===== config.mk =====
export PLATFORM = sky130hd
export DESIGN_NAME = ecs_access
export DESIGN_NICKNAME = d
export VERILOG_FILES = /design/src/rtl/ecs_pkg.sv /design/src/rtl/ecs_access.sv /design/src/rtl/ecs_sync3.sv /design/src/rtl/ecs_nv_cell.sv
export SDC_FILE = /design/constraint.sdc
export NUM_CORES = 1
export LEC_CHECK = 0
export BUFFER_PORTS_ARGS = -buffer_cell sky130_fd_sc_hd__buf_2
export CORE_ASPECT_RATIO = 1.1
export CORE_MARGIN = 1.5
export CORE_UTILIZATION = 35
export CTS_CLUSTER_SIZE = 12
export DETAILED_ROUTE_END_ITERATION = 12
export GPL_ROUTABILITY_DRIVEN = 0
export SETUP_SLACK_MARGIN = 0.3
export SYNTH_ARGS = -nofsm -noshare
export SYNTH_HDL_FRONTEND = slang
export SYNTH_SLANG_ARGS = --single-unit

===== constraint.sdc =====
create_clock -name clk -period 2.9 [get_ports clk]
set_input_delay 0 -clock clk [delete_from_list [all_inputs] [get_ports clk]]
set_output_delay 0 -clock clk [all_outputs]
set_load 0.05 [all_outputs]

===== src/rtl/ecs_pkg.sv =====
// package for the eprom configuration and security access block
// assumes a single 200 MHz clock domain; serial pins arrive asynchronous
package ecs_pkg;

  // cpu-visible addresses of the special eprom bytes
  localparam logic [15:0] SIG_A_ADDR = 16'hFC30;
  localparam logic [15:0] SIG_B_ADDR = 16'hFC31;
  localparam logic [15:0] SIG_C_ADDR = 16'hFC60;
  localparam logic [15:0] CUST_BASE  = 16'hFCE0;
  localparam logic [15:0] CUST_LAST  = 16'hFCFF;
  localparam logic [15:0] CFG1_ADDR  = 16'hFD00;
  localparam logic [15:0] CFG2_ADDR  = 16'hFD01;
  localparam logic [15:0] CODE_LAST  = 16'h07FF;

  // signature contents: arbitrary values
  localparam logic [7:0]  SIG_A_VAL  = 8'h15;
  localparam logic [7:0]  SIG_B_VAL  = 8'h2A;
  localparam logic [7:0]  SIG_C_VAL  = 8'h3C;

  localparam int          CUST_BYTES = 32;
  localparam int          CUST_AW    = 5;
  localparam logic [7:0]  ERASED_BYTE = 8'hFF;
  localparam logic [7:0]  LOCKED_BYTE = 8'h00;

  // first configuration byte fields
  localparam int          CFG_WDT_BIT  = 7;
  localparam int          CFG_RPD_BIT  = 6;
  localparam int          CFG_PORT_RESET_LEVEL_CFG_BIT = 5;
  localparam int          CFG_BOV_BIT  = 4;
  localparam int          CFG_CLOCK_RATE_CFG_BIT = 3;
  localparam int          CFG_OSC_MSB  = 2;
  localparam int          CFG_OSC_LSB  = 0;
  localparam logic [2:0]  OSC_EXT_CLK  = 3'h7;

  // serial commands
  localparam logic [7:0]  CMD_PROG     = 8'h01;
  localparam logic [7:0]  CMD_VERIFY   = 8'h02;
  localparam logic [7:0]  CMD_PROG_SB1 = 8'h03;
  localparam logic [7:0]  CMD_PROG_SB2 = 8'h04;

  localparam int          FRAME_BITS = 32;
  localparam logic [4:0]  FRAME_LAST = 5'h1F;
  localparam logic [4:0]  OUT_LAST   = 5'h07;

  // security state as {security_bit_two, security_bit_one}
  localparam logic [1:0]  SEC_OPEN    = 2'h3;
  localparam logic [1:0]  SEC_NO_PROG = 2'h2;
  localparam logic [1:0]  SEC_BAD     = 2'h1;
  localparam logic [1:0]  SEC_LOCKED  = 2'h0;

  typedef struct packed {
    logic [7:0]  cmd;
    logic [15:0] addr;
    logic [7:0]  data;
  } ecs_frame_s;

  typedef struct packed {
    logic       watchdog_enable_cfg;
    logic       reset_pin_disable_cfg;
    logic       port_reset_level_cfg;
    logic       brownout_voltage_cfg;
    logic       clock_rate_cfg;
    logic [2:0] oscillator_select_cfg;
    logic       external_clock;
  } ecs_cfg_s;

  typedef enum logic [2:0] {ST_IDLE, ST_SHIFT, ST_EXEC, ST_LOAD, ST_OUT} ecs_state_e;

endpackage : ecs_pkg


===== src/rtl/ecs_access.sv =====
// eprom access and protection: serial programming port, cpu special reads,
// power-up configuration latch and security-bit gating
// assumes main code eprom lies outside and answers code_vfy_data combinationally
// How it works
// (RULE_01) two-pin serial commands, addresses, data
// (RULE_02) three signature bytes readable by programmer
// (RULE_03) program reads signatures via code read
// (RULE_04) customer 32 bytes readable via code read
// (RULE_05) customer area answers data reads only
// (RULE_06) customer area programmed in same session
// (RULE_07) config latched at power-up, then frozen
// (RULE_08) config bytes are eprom, programmed serially
// (RULE_09) program reads config via external data read
// (RULE_10) both bits erased: program and verify
// (RULE_11) first bit set: only second bit programmable
// (RULE_12) both bits set: verify refused too
// (RULE_13) programmer never sets second bit alone
// (RULE_14) decode first config byte into features
module ecs_access
  import ecs_pkg::*;
(
  input  wire logic        clk,
  input  wire logic        resetn,
  input  wire logic        nv_erase_n,
  input  wire logic        prog_mode_pin,
  input  wire logic        prog_clk_pin,
  input  wire logic        prog_data_i,
  output logic             prog_data_o,
  output logic             prog_data_oe,
  output logic             prog_refused,
  output logic             code_prog_we,
  output logic [15:0]      code_addr,
  output logic [7:0]       code_prog_data,
  input  wire logic [7:0]  code_vfy_data,
  input  wire logic        cpu_code_rd,
  input  wire logic [15:0] cpu_code_addr,
  output logic [7:0]       cpu_code_data,
  output logic             cpu_code_hit,
  input  wire logic        cpu_xdata_rd,
  input  wire logic [15:0] cpu_xdata_addr,
  output logic [7:0]       cpu_xdata_data,
  output logic             cpu_xdata_hit,
  output ecs_cfg_s         cfg,
  output logic             cfg_valid,
  output logic [1:0]       lock_state
);
  ecs_state_e  state_q;
  ecs_frame_s  frame_q;
  logic [4:0]  cnt_q;
  logic [7:0]  out_sr_q;
  logic        pmode_lvl, pclk_lvl, pdata_lvl, pclk_prev_q, pclk_rise;
  logic [7:0]  cfg1_val, cfg2_val;
  logic        sb1_val, sb2_val;
  logic [1:0]  sec;
  logic        in_exec, is_prog, is_sig, in_cust, refuse;
  logic        cust_we, cfg1_we, cfg2_we, sb1_we, sb2_we;
  logic [7:0]  rd_byte, cust_peek;
  logic [7:0]  cust_mem [CUST_BYTES];

  ecs_sync3 #(.RST_VAL(1'b0)) u_sync_mode (
    .clk     (clk),
    .resetn  (resetn),
    .async_i (prog_mode_pin),
    .level_o (pmode_lvl)
  );
  ecs_sync3 #(.RST_VAL(1'b0)) u_sync_clk (
    .clk     (clk),
    .resetn  (resetn),
    .async_i (prog_clk_pin),
    .level_o (pclk_lvl)
  );
  ecs_sync3 #(.RST_VAL(1'b0)) u_sync_data (
    .clk     (clk),
    .resetn  (resetn),
    .async_i (prog_data_i),
    .level_o (pdata_lvl)
  );

  // (RULE_08) config bytes held as eprom cells
  ecs_nv_cell #(.W(8)) u_cfg1 (
    .clk       (clk),
    .erase_n   (nv_erase_n),
    .prog_we   (cfg1_we),
    .prog_data (frame_q.data),
    .value_o   (cfg1_val)
  );
  ecs_nv_cell #(.W(8)) u_cfg2 (
    .clk       (clk),
    .erase_n   (nv_erase_n),
    .prog_we   (cfg2_we),
    .prog_data (frame_q.data),
    .value_o   (cfg2_val)
  );
  ecs_nv_cell #(.W(1)) u_sb1 (
    .clk       (clk),
    .erase_n   (nv_erase_n),
    .prog_we   (sb1_we),
    .prog_data (1'b0),
    .value_o   (sb1_val)
  );
  ecs_nv_cell #(.W(1)) u_sb2 (
    .clk       (clk),
    .erase_n   (nv_erase_n),
    .prog_we   (sb2_we),
    .prog_data (1'b0),
    .value_o   (sb2_val)
  );

  assign sec        = {sb2_val, sb1_val};
  assign lock_state = sec;
  assign pclk_rise  = pclk_lvl & ~pclk_prev_q;
  assign in_exec    = (state_q == ST_EXEC);
  assign is_prog    = (frame_q.cmd == CMD_PROG);
  assign is_sig     = (frame_q.addr == SIG_A_ADDR) || (frame_q.addr == SIG_B_ADDR) ||
                      (frame_q.addr == SIG_C_ADDR);
  assign in_cust    = (frame_q.addr >= CUST_BASE) && (frame_q.addr <= CUST_LAST);
  assign cust_peek  = cust_mem[cpu_code_addr[CUST_AW-1:0]];
  // (RULE_06) programming targets in one session
  assign cust_we = in_exec && is_prog && (sec == SEC_OPEN) && in_cust;
  assign cfg1_we = in_exec && is_prog && (sec == SEC_OPEN) && (frame_q.addr == CFG1_ADDR);
  assign cfg2_we = in_exec && is_prog && (sec == SEC_OPEN) && (frame_q.addr == CFG2_ADDR);
  assign sb1_we  = in_exec && (frame_q.cmd == CMD_PROG_SB1) && (sec == SEC_OPEN);
  // (RULE_11) second bit only after first
  assign sb2_we  = in_exec && (frame_q.cmd == CMD_PROG_SB2) && (sec == SEC_NO_PROG);
  // (RULE_10) gating of each command
  always_comb begin
    unique case (frame_q.cmd)
      CMD_PROG:     refuse = (sec != SEC_OPEN);
      CMD_VERIFY:   refuse = (sec == SEC_LOCKED) && !is_sig;
      CMD_PROG_SB1: refuse = (sec != SEC_OPEN);
      CMD_PROG_SB2: refuse = (sec != SEC_NO_PROG);
      default:      refuse = 1'b1;
    endcase
  end
  // (RULE_02) signature bytes always readable
  always_comb begin
    if (frame_q.addr == SIG_A_ADDR) begin
      rd_byte = SIG_A_VAL;
    end else if (frame_q.addr == SIG_B_ADDR) begin
      rd_byte = SIG_B_VAL;
    end else if (frame_q.addr == SIG_C_ADDR) begin
      rd_byte = SIG_C_VAL;
    // (RULE_12) verify blocked when locked
    end else if (sec == SEC_LOCKED) begin
      rd_byte = LOCKED_BYTE;
    end else if (in_cust) begin
      rd_byte = cust_mem[frame_q.addr[CUST_AW-1:0]];
    end else if (frame_q.addr == CFG1_ADDR) begin
      rd_byte = cfg1_val;
    end else if (frame_q.addr == CFG2_ADDR) begin
      rd_byte = cfg2_val;
    end else if (frame_q.addr <= CODE_LAST) begin
      rd_byte = code_vfy_data;
    end else begin
      rd_byte = ERASED_BYTE;
    end
  end
  always_ff @(posedge clk or negedge resetn) begin
    if (!resetn) begin
      pclk_prev_q <= 1'b0;
    end else begin
      pclk_prev_q <= pclk_lvl;
    end
  end

  // (RULE_01) serial frame engine
  always_ff @(posedge clk or negedge resetn) begin
    if (!resetn) begin
      state_q      <= ST_IDLE;
      frame_q      <= '0;
      cnt_q        <= '0;
      out_sr_q     <= '0;
      prog_data_oe <= 1'b0;
      prog_refused <= 1'b0;
    end else if (!pmode_lvl) begin
      state_q      <= ST_IDLE;
      cnt_q        <= '0;
      prog_data_oe <= 1'b0;
    end else begin
      unique case (state_q)
        ST_IDLE: begin
          state_q <= ST_SHIFT;
          cnt_q   <= '0;
        end
        ST_SHIFT: begin
          if (pclk_rise) begin
            frame_q <= ecs_frame_s'({frame_q[FRAME_BITS-2:0], pdata_lvl});
            cnt_q   <= cnt_q + 5'h01;
            if (cnt_q == FRAME_LAST) begin
              state_q <= ST_EXEC;
            end
          end
        end
        ST_EXEC: begin
          prog_refused <= refuse;
          cnt_q        <= '0;
          state_q      <= (frame_q.cmd == CMD_VERIFY) ? ST_LOAD : ST_SHIFT;
        end
        ST_LOAD: begin
          out_sr_q     <= rd_byte;
          prog_data_oe <= 1'b1;
          state_q      <= ST_OUT;
        end
        ST_OUT: begin
          if (pclk_rise) begin
            out_sr_q <= {out_sr_q[6:0], 1'b0};
            cnt_q    <= cnt_q + 5'h01;
            if (cnt_q == OUT_LAST) begin
              prog_data_oe <= 1'b0;
              cnt_q        <= '0;
              state_q      <= ST_SHIFT;
            end
          end
        end
      endcase
    end
  end

  assign prog_data_o = out_sr_q[7];

  // main code eprom write and verify address
  always_ff @(posedge clk or negedge resetn) begin
    if (!resetn) begin
      code_prog_we   <= 1'b0;
      code_addr      <= '0;
      code_prog_data <= '0;
    end else begin
      code_prog_we <= in_exec && is_prog && (sec == SEC_OPEN) && (frame_q.addr <= CODE_LAST);
      if (in_exec) begin
        code_addr      <= frame_q.addr;
        code_prog_data <= frame_q.data;
      end
    end
  end
  // (RULE_06) customer bytes share the eprom erase
  always_ff @(posedge clk or negedge nv_erase_n) begin
    if (!nv_erase_n) begin
      for (int i = 0; i < CUST_BYTES; i++) begin
        cust_mem[i] <= ERASED_BYTE;
      end
    end else if (cust_we) begin
      cust_mem[frame_q.addr[CUST_AW-1:0]] <= cust_mem[frame_q.addr[CUST_AW-1:0]] & frame_q.data;
    end
  end
  // (RULE_03) code-read answers for special space
  always_ff @(posedge clk or negedge resetn) begin
    if (!resetn) begin
      cpu_code_data <= '0;
      cpu_code_hit  <= 1'b0;
    end else if (cpu_code_rd) begin
      cpu_code_hit <= 1'b1;
      if (cpu_code_addr == SIG_A_ADDR) begin
        cpu_code_data <= SIG_A_VAL;
      end else if (cpu_code_addr == SIG_B_ADDR) begin
        cpu_code_data <= SIG_B_VAL;
      end else if (cpu_code_addr == SIG_C_ADDR) begin
        cpu_code_data <= SIG_C_VAL;
      // (RULE_04) customer data through code read
      end else if ((cpu_code_addr >= CUST_BASE) && (cpu_code_addr <= CUST_LAST)) begin
        cpu_code_data <= cust_peek;
      end else begin
        cpu_code_data <= '0;
        cpu_code_hit  <= 1'b0;
      end
    end else begin
      // (RULE_05) no fetch path, data reads only
      cpu_code_hit <= 1'b0;
    end
  end
  // (RULE_09) config bytes by external data read
  always_ff @(posedge clk or negedge resetn) begin
    if (!resetn) begin
      cpu_xdata_data <= '0;
      cpu_xdata_hit  <= 1'b0;
    end else if (cpu_xdata_rd && (cpu_xdata_addr == CFG1_ADDR)) begin
      cpu_xdata_data <= cfg1_val;
      cpu_xdata_hit  <= 1'b1;
    end else if (cpu_xdata_rd && (cpu_xdata_addr == CFG2_ADDR)) begin
      cpu_xdata_data <= cfg2_val;
      cpu_xdata_hit  <= 1'b1;
    end else begin
      cpu_xdata_data <= '0;
      cpu_xdata_hit  <= 1'b0;
    end
  end
  // (RULE_07) latch once after reset release
  always_ff @(posedge clk or negedge resetn) begin
    if (!resetn) begin
      cfg       <= '0;
      cfg_valid <= 1'b0;
    end else if (!cfg_valid) begin
      cfg_valid                 <= 1'b1;
      // (RULE_14) field decode
      cfg.watchdog_enable_cfg   <= cfg1_val[CFG_WDT_BIT];
      cfg.reset_pin_disable_cfg <= cfg1_val[CFG_RPD_BIT];
      cfg.port_reset_level_cfg  <= cfg1_val[CFG_PORT_RESET_LEVEL_CFG_BIT];
      cfg.brownout_voltage_cfg  <= cfg1_val[CFG_BOV_BIT];
      cfg.clock_rate_cfg        <= cfg1_val[CFG_CLOCK_RATE_CFG_BIT];
      cfg.oscillator_select_cfg <= cfg1_val[CFG_OSC_MSB:CFG_OSC_LSB];
      cfg.external_clock        <= (cfg1_val[CFG_OSC_MSB:CFG_OSC_LSB] == OSC_EXT_CLK);
    end
  end

  AST_CFG_FROZEN: assert property (@(posedge clk) disable iff (!resetn) // RULE_07
    cfg_valid && $past(cfg_valid) |-> $stable(cfg))
    else $error("config changed after power-up latch");
  AST_CFG_DECODE: assert property (@(posedge clk) disable iff (!resetn) // RULE_14
    !cfg_valid ##1 cfg_valid |-> cfg.watchdog_enable_cfg == $past(cfg1_val[CFG_WDT_BIT]) &&
      cfg.external_clock == ($past(cfg1_val[CFG_OSC_MSB:CFG_OSC_LSB]) == OSC_EXT_CLK))
    else $error("config decode mismatch");
  AST_SIG_READ: assert property (@(posedge clk) disable iff (!resetn) // RULE_03
    cpu_code_rd && (cpu_code_addr == SIG_C_ADDR) |=> cpu_code_hit && cpu_code_data == SIG_C_VAL)
    else $error("signature read wrong");
  AST_CUST_READ: assert property (@(posedge clk) disable iff (!resetn) // RULE_04
    cpu_code_rd && (cpu_code_addr >= CUST_BASE) && (cpu_code_addr <= CUST_LAST)
    |=> cpu_code_hit && cpu_code_data == $past(cust_peek))
    else $error("customer read wrong");
  AST_XDATA_CFG: assert property (@(posedge clk) disable iff (!resetn) // RULE_09
    cpu_xdata_rd && (cpu_xdata_addr == CFG1_ADDR) |=> cpu_xdata_hit && cpu_xdata_data == $past(cfg1_val))
    else $error("config byte read wrong");
  AST_PROG_OPEN: assert property (@(posedge clk) disable iff (!resetn) // RULE_10
    in_exec && is_prog && sec == SEC_OPEN && frame_q.addr <= CODE_LAST |=> code_prog_we ##1 !code_prog_we)
    else $error("open part did not program");
  AST_PROG_LOCK: assert property (@(posedge clk) disable iff (!resetn) // RULE_11
    in_exec && is_prog && !sb1_val |=> !code_prog_we && prog_refused && $stable(cfg1_val))
    else $error("programming accepted while protected");
  AST_VFY_LOCK: assert property (@(posedge clk) disable iff (!resetn) // RULE_12
    state_q == ST_LOAD && pmode_lvl && sec == SEC_LOCKED && !is_sig
    |=> out_sr_q == LOCKED_BYTE && prog_data_oe)
    else $error("verify leaked data while locked");
  AST_SER_OUT: assert property (@(posedge clk) disable iff (!resetn) // RULE_01
    state_q == ST_EXEC && frame_q.cmd == CMD_VERIFY && pmode_lvl |=> state_q == ST_LOAD ##1 prog_data_oe)
    else $error("verify answer not driven");
  AST_SEC_STATE: assert property (@(posedge clk) disable iff (!resetn || !nv_erase_n) // RULE_13
    sec != SEC_BAD)
    else $error("unsupported security state");
endmodule // ecs_access


===== src/rtl/ecs_sync3.sv =====
// three-stage pin synchroniser with agreement filter
// assumes async_i is an unsynchronised pin level
module ecs_sync3 #(
  parameter logic RST_VAL = 1'b0
) (
  input  wire logic clk,
  input  wire logic resetn,
  input  wire logic async_i,
  output logic      level_o
);
  logic s1_q, s2_q, s3_q;

  always_ff @(posedge clk or negedge resetn) begin
    if (!resetn) begin
      s1_q <= RST_VAL;
      s2_q <= RST_VAL;
      s3_q <= RST_VAL;
    end else begin
      s1_q <= async_i;
      s2_q <= s1_q;
      s3_q <= s2_q;
    end
  end

  // level follows only when second and third stage agree
  always_ff @(posedge clk or negedge resetn) begin
    if (!resetn) begin
      level_o <= RST_VAL;
    end else if (s2_q == s3_q) begin
      level_o <= s3_q;
    end
  end
endmodule // ecs_sync3


===== src/rtl/ecs_nv_cell.sv =====
// one programmable eprom cell group: erase sets ones, programming clears bits
// assumes erase_n models the uv erase of the array
module ecs_nv_cell #(
  parameter int W = 8
) (
  input  wire logic         clk,
  input  wire logic         erase_n,
  input  wire logic         prog_we,
  input  wire logic [W-1:0] prog_data,
  output logic      [W-1:0] value_o
);
  always_ff @(posedge clk or negedge erase_n) begin
    if (!erase_n) begin
      value_o <= '1;
    end else if (prog_we) begin
      value_o <= value_o & prog_data;
    end
  end
endmodule // ecs_nv_cell


==> metrics.md <==
| Metric | Value |
|---|---|
| WP data arrival | ~3000 ps |
| # rows | 90 |
| Met3 Usage GRT | 3.09% |
| Clock Latency Late Sink | ~580 ps |
| Antenna viol nets, final | 0 |
| Crit path buffers/inverters | 1 |
| Min Tclk post-route | roughly 2600 ps |
| Max FO, Critical Path | 25 |
| Seq/Total Area, Yosys | just over 50% |
| Syn avg cell area | around 11 sq um |
| Max incr delay on CP | between 500 and 600 ps |
| Clock-pin slew on the worst setup and hold paths | 60 ps |
| First-pass GRT wire length | 90.5 mm |
| Pwr/cell area | 499 nW/um^2 |
| Unrepaired setup endpoints after global routing | yes |
| I/O pin count | ~110 |
| Average wire per standard cell | ~22 microns |
| Sequential Power Share | ~50% |
| Die span in x | around 230 microns |
| PortBufs | approximately 110 |
| FFs w/ async S/R, synth | 100% |
| Flops & latches, synth | between 300 and 400 |
| M1 GR Usage | between 20 and 30% |
| Synth Warn # | 0 |
| Core Box Area | around 55000 sq um |
| Fmax | approximately 0.39 GHz |
| Cells along the critical path | buf_12 -> nand2b_1 -> or3_1 -> o221ai_1 -> a2bb2oi_1 -> o21ai_0 |
| Critical path required time | ~3300 ps |
| Transition time of the tightest slew-check pin | about 900 ps |
| Area delta synth->final | 17.9% |
| Initial DRC count | 1156 |
| Final cycle utilization of the critical path | 89.3% |
| Final setup vio count | 0 |
| Clock power share | between 40% and 50% |
| Setup crit end kind | flop |
| Number of synthesized flops with an enable pin | 0 |
| Post-detailed-route DRC marker count | 0 |
| M2 GR Usage | between 30 and 40% |
| Sw power | between 0.002 and 0.003 W |
| Initial antenna violation count | 1 |
| Via/cell ratio | 5.56 |
| Peak VDD IR | ~460 uV |
| Fin. Hold Viols | 0 |
| Num CTS Buffers | 44 |
| Status | completed |
| Family with the most delay on the worst path | simple AND/OR/NAND/NOR gates |
| Layout Utilization | between 40% and 50% |
| Number of max-cap violations | 0 |
| Remaining Overflow, GRT | 0 |
| Comb pwr share | around 4.0% |
| Switching share of power | roughly 23% |
| Top-area cell type share of the netlist area | between 30% and 40% |
| Max-slew violations | 0 |
| DIE HEIGHT | 251 microns |
| Final non-filler cell total | approximately 2700 |
| Post-Syn Instances | approximately 1800 |
| CTS sink cnt | 390 |
| Total track usage | a little over 20% |
| Worst Clk Skew | roughly 30 ps |
| Slowest cell on crit path | dfrtp_4 |
| Root buffer cell | clkbuf_16 |
| Clk buf depth | 3 |
| H-tree Lvls | 2 |
| GR peak layer | met2 |
| Share of cells above drive strength 1 | around two fifths |
| Crit Path Category | flop to flop |
| Synth area leader | dfstp_2 |
| Ranking of synthesized cells by area | dfstp_2 37%, dfrtp_1 15%, mux4_2 9.3%, o21ai_0 7.2%, mux2i_1 6.4% |
| Largest net degree at the start of global routing | between 100 and 150 |
| Vias in the first global route | about 15000 |
| Synthesized area | about 20000 sq um |
| Syn Nets | approximately 1800 |
| Setup TNS | 0 ps |
| TritonRoute pass-1 iters | 5 |
| Static leakage | roughly 8.5 nW |
| Hold Path Class | input pin to asynchronous set/reset pin |
| Count of cell types in the netlist | 66 |
| Total Nets Final | 1948 |
| Routed vias | 14800 |
| Int Pwr | between 0.008 and 0.009 W |
| Die ar. | about 57000 sq um |
| Cell count after placement | roughly 2600 |
| Startpoint Class | flop |
| Starting density of the core | 35.6% |
| Detailed Route WL | 59.0 mm |
| Ys flop type | dfstp_2 |
| Slew headroom | 40.0% |
| TritonCTS clock tree | built |
| DP Wirelength | 41.7 mm |
## through the flow
| stage | power [W] | setup WS [ps] | instance area (sq um) | hold WS [ps] |
|---|---|---|---|---|
| finish | 0.0115 | 309 | 23100 | 35.9 |
| global route | 0.0119 | 265 | 23100 | 40.8 |
| CTS | 0.0116 | 294 | 22900 | 17.9 |
| detailed placement | 0.00616 | 175 | 21200 | 109 |
| global placement | 0.00615 | 149 | 21200 | 106 |
| floorplan | 0.00586 | 736 | 19600 | -296 |
## cell usage in the layout, fill, tap and decap left out, drive strengths merged, types with 3 or more instances in the layout
master	n
o221a	3
and4b	8
and3b	3
clkinv	8
buf	202
inv	14
a211oi	9
nand4	19
nor2b	8
nor4	13
maj3	3
a221oi	3
and2	5
a31oi	11
nor4bb	6
o21a	19
or2	3
dlygate4sd3	22
and3	5
dfstp	274
nor3b	8
or3b	5
dfrtp	116
o21ai	283
nor2	41
nand2b	9
nand3	18
mux2i	125
nor3	16
nand2	323
a22oi	64
clkbuf	70
a21oi	30
or3	5
mux2	62
mux4	81
nor4b	6
o221ai	3
## power by group through the flow
stage               Combinational (W)  Clock, W  Sequential [W]
floorplan                    0.000201         0         0.00566
global placement             0.000437         0         0.00572
detailed placement           0.000444         0         0.00572
CTS                          0.000464   0.00555         0.00563
global route                 0.000499   0.00575         0.00564
finish                       0.000457   0.00543         0.00564
## per-layer routing
metal  routed length, microns  part of all wire, %
met1                    24900                   42
met2                    28400                   48
met3                     3190                  5.4
met4                     2430                  4.1
met5                        0                    0
## cell families after synthesis
logic type      after synthesis  synth area share (%)
buf+inv                     147                  3.30
simple gates                507                  12.4
flops                       390                  51.6
xor+xnor                      1                0.0447
mux                         268                  19.3
compound gates              442                  13.1
fa+ha+maj                     5                 0.281
other cells                   1                0.0192
## registers in the layout (all words and copies together) (netlist names), 5 cells and up
name,flops
cfg,9
cpu_code_data,8
frame_q,32
code_addr,16
u_cfg1.value_o,8
cpu_xdata_data,8
u_cfg2.value_o,8
out_sr_q,8
cust_mem,256
code_prog_data,8
cnt_q,5
## worst paths after layout
check	startpoint	to	slack (ps)	cells after the start
max	frame_q[9]$_DFFE_PN0P_	out_sr_q[0]$_DFFE_PN0P_	310	6
min	resetn	cpu_code_data[7]$_DFFE_PN0P_	40	2
max reg2reg	frame_q[9]$_DFFE_PN0P_	out_sr_q[0]$_DFFE_PN0P_	310	6
min reg2reg	u_sync_clk.s1_q$_DFF_PN0_	u_sync_clk.s2_q$_DFF_PN0_	350	0
max in group asynchronous	resetn	frame_q[28]$_DFFE_PN0P_	1840	3
min in group clk	code_vfy_data[7]	out_sr_q[7]$_DFFE_PN0P_	50	5
## synthesized netlist by cell type (10+ instances only)
cell type	count
a31oi_1	11
nor3_1	15
mux2_2	62
nand3_1	18
o21a_1	19
nor2_1	40
buf_2	29
nand2_1	323
mux2i_1	125
dfstp_2	274
clkbuf_2	10
clkbuf_1	78
mux4_2	81
a21oi_1	30
inv_1	13
a22oi_1	64
dfrtp_1	116
nand4_1	17
o21ai_0	283
## cell type report
| class | count | area (sq um) |
|---|---|---|
| Fill cell | 5141 | 32000 |
| Clock buffer | 69 | 1310 |
| Multi-Input combinational cell | 1224 | 8940 |
| Inverter | 13 | 48.8 |
| Timing Repair Buffer | 225 | 1660 |
| Sequential cell | 390 | 10100 |
| Antenna cell | 2 | 5.00 |
| Tap cell | 736 | 921 |
| Clock inverter | 10 | 88.8 |
## what timing repair did
| item | in CTS | in global routing |
|---|---|---|
| resized for setup | 15 | 39 |
| endpoints found under the setup margin | 144 | 248 |
| gates cloned | 0 | 1 |
| setup buffers | 3 | 8 |
| pin swaps | 2 | 2 |
| hold endpoints to repair | 163 | 0 |
| hold buffers | 22 | 0 |
Note: power is estimated with default switching activity, not from simulation.
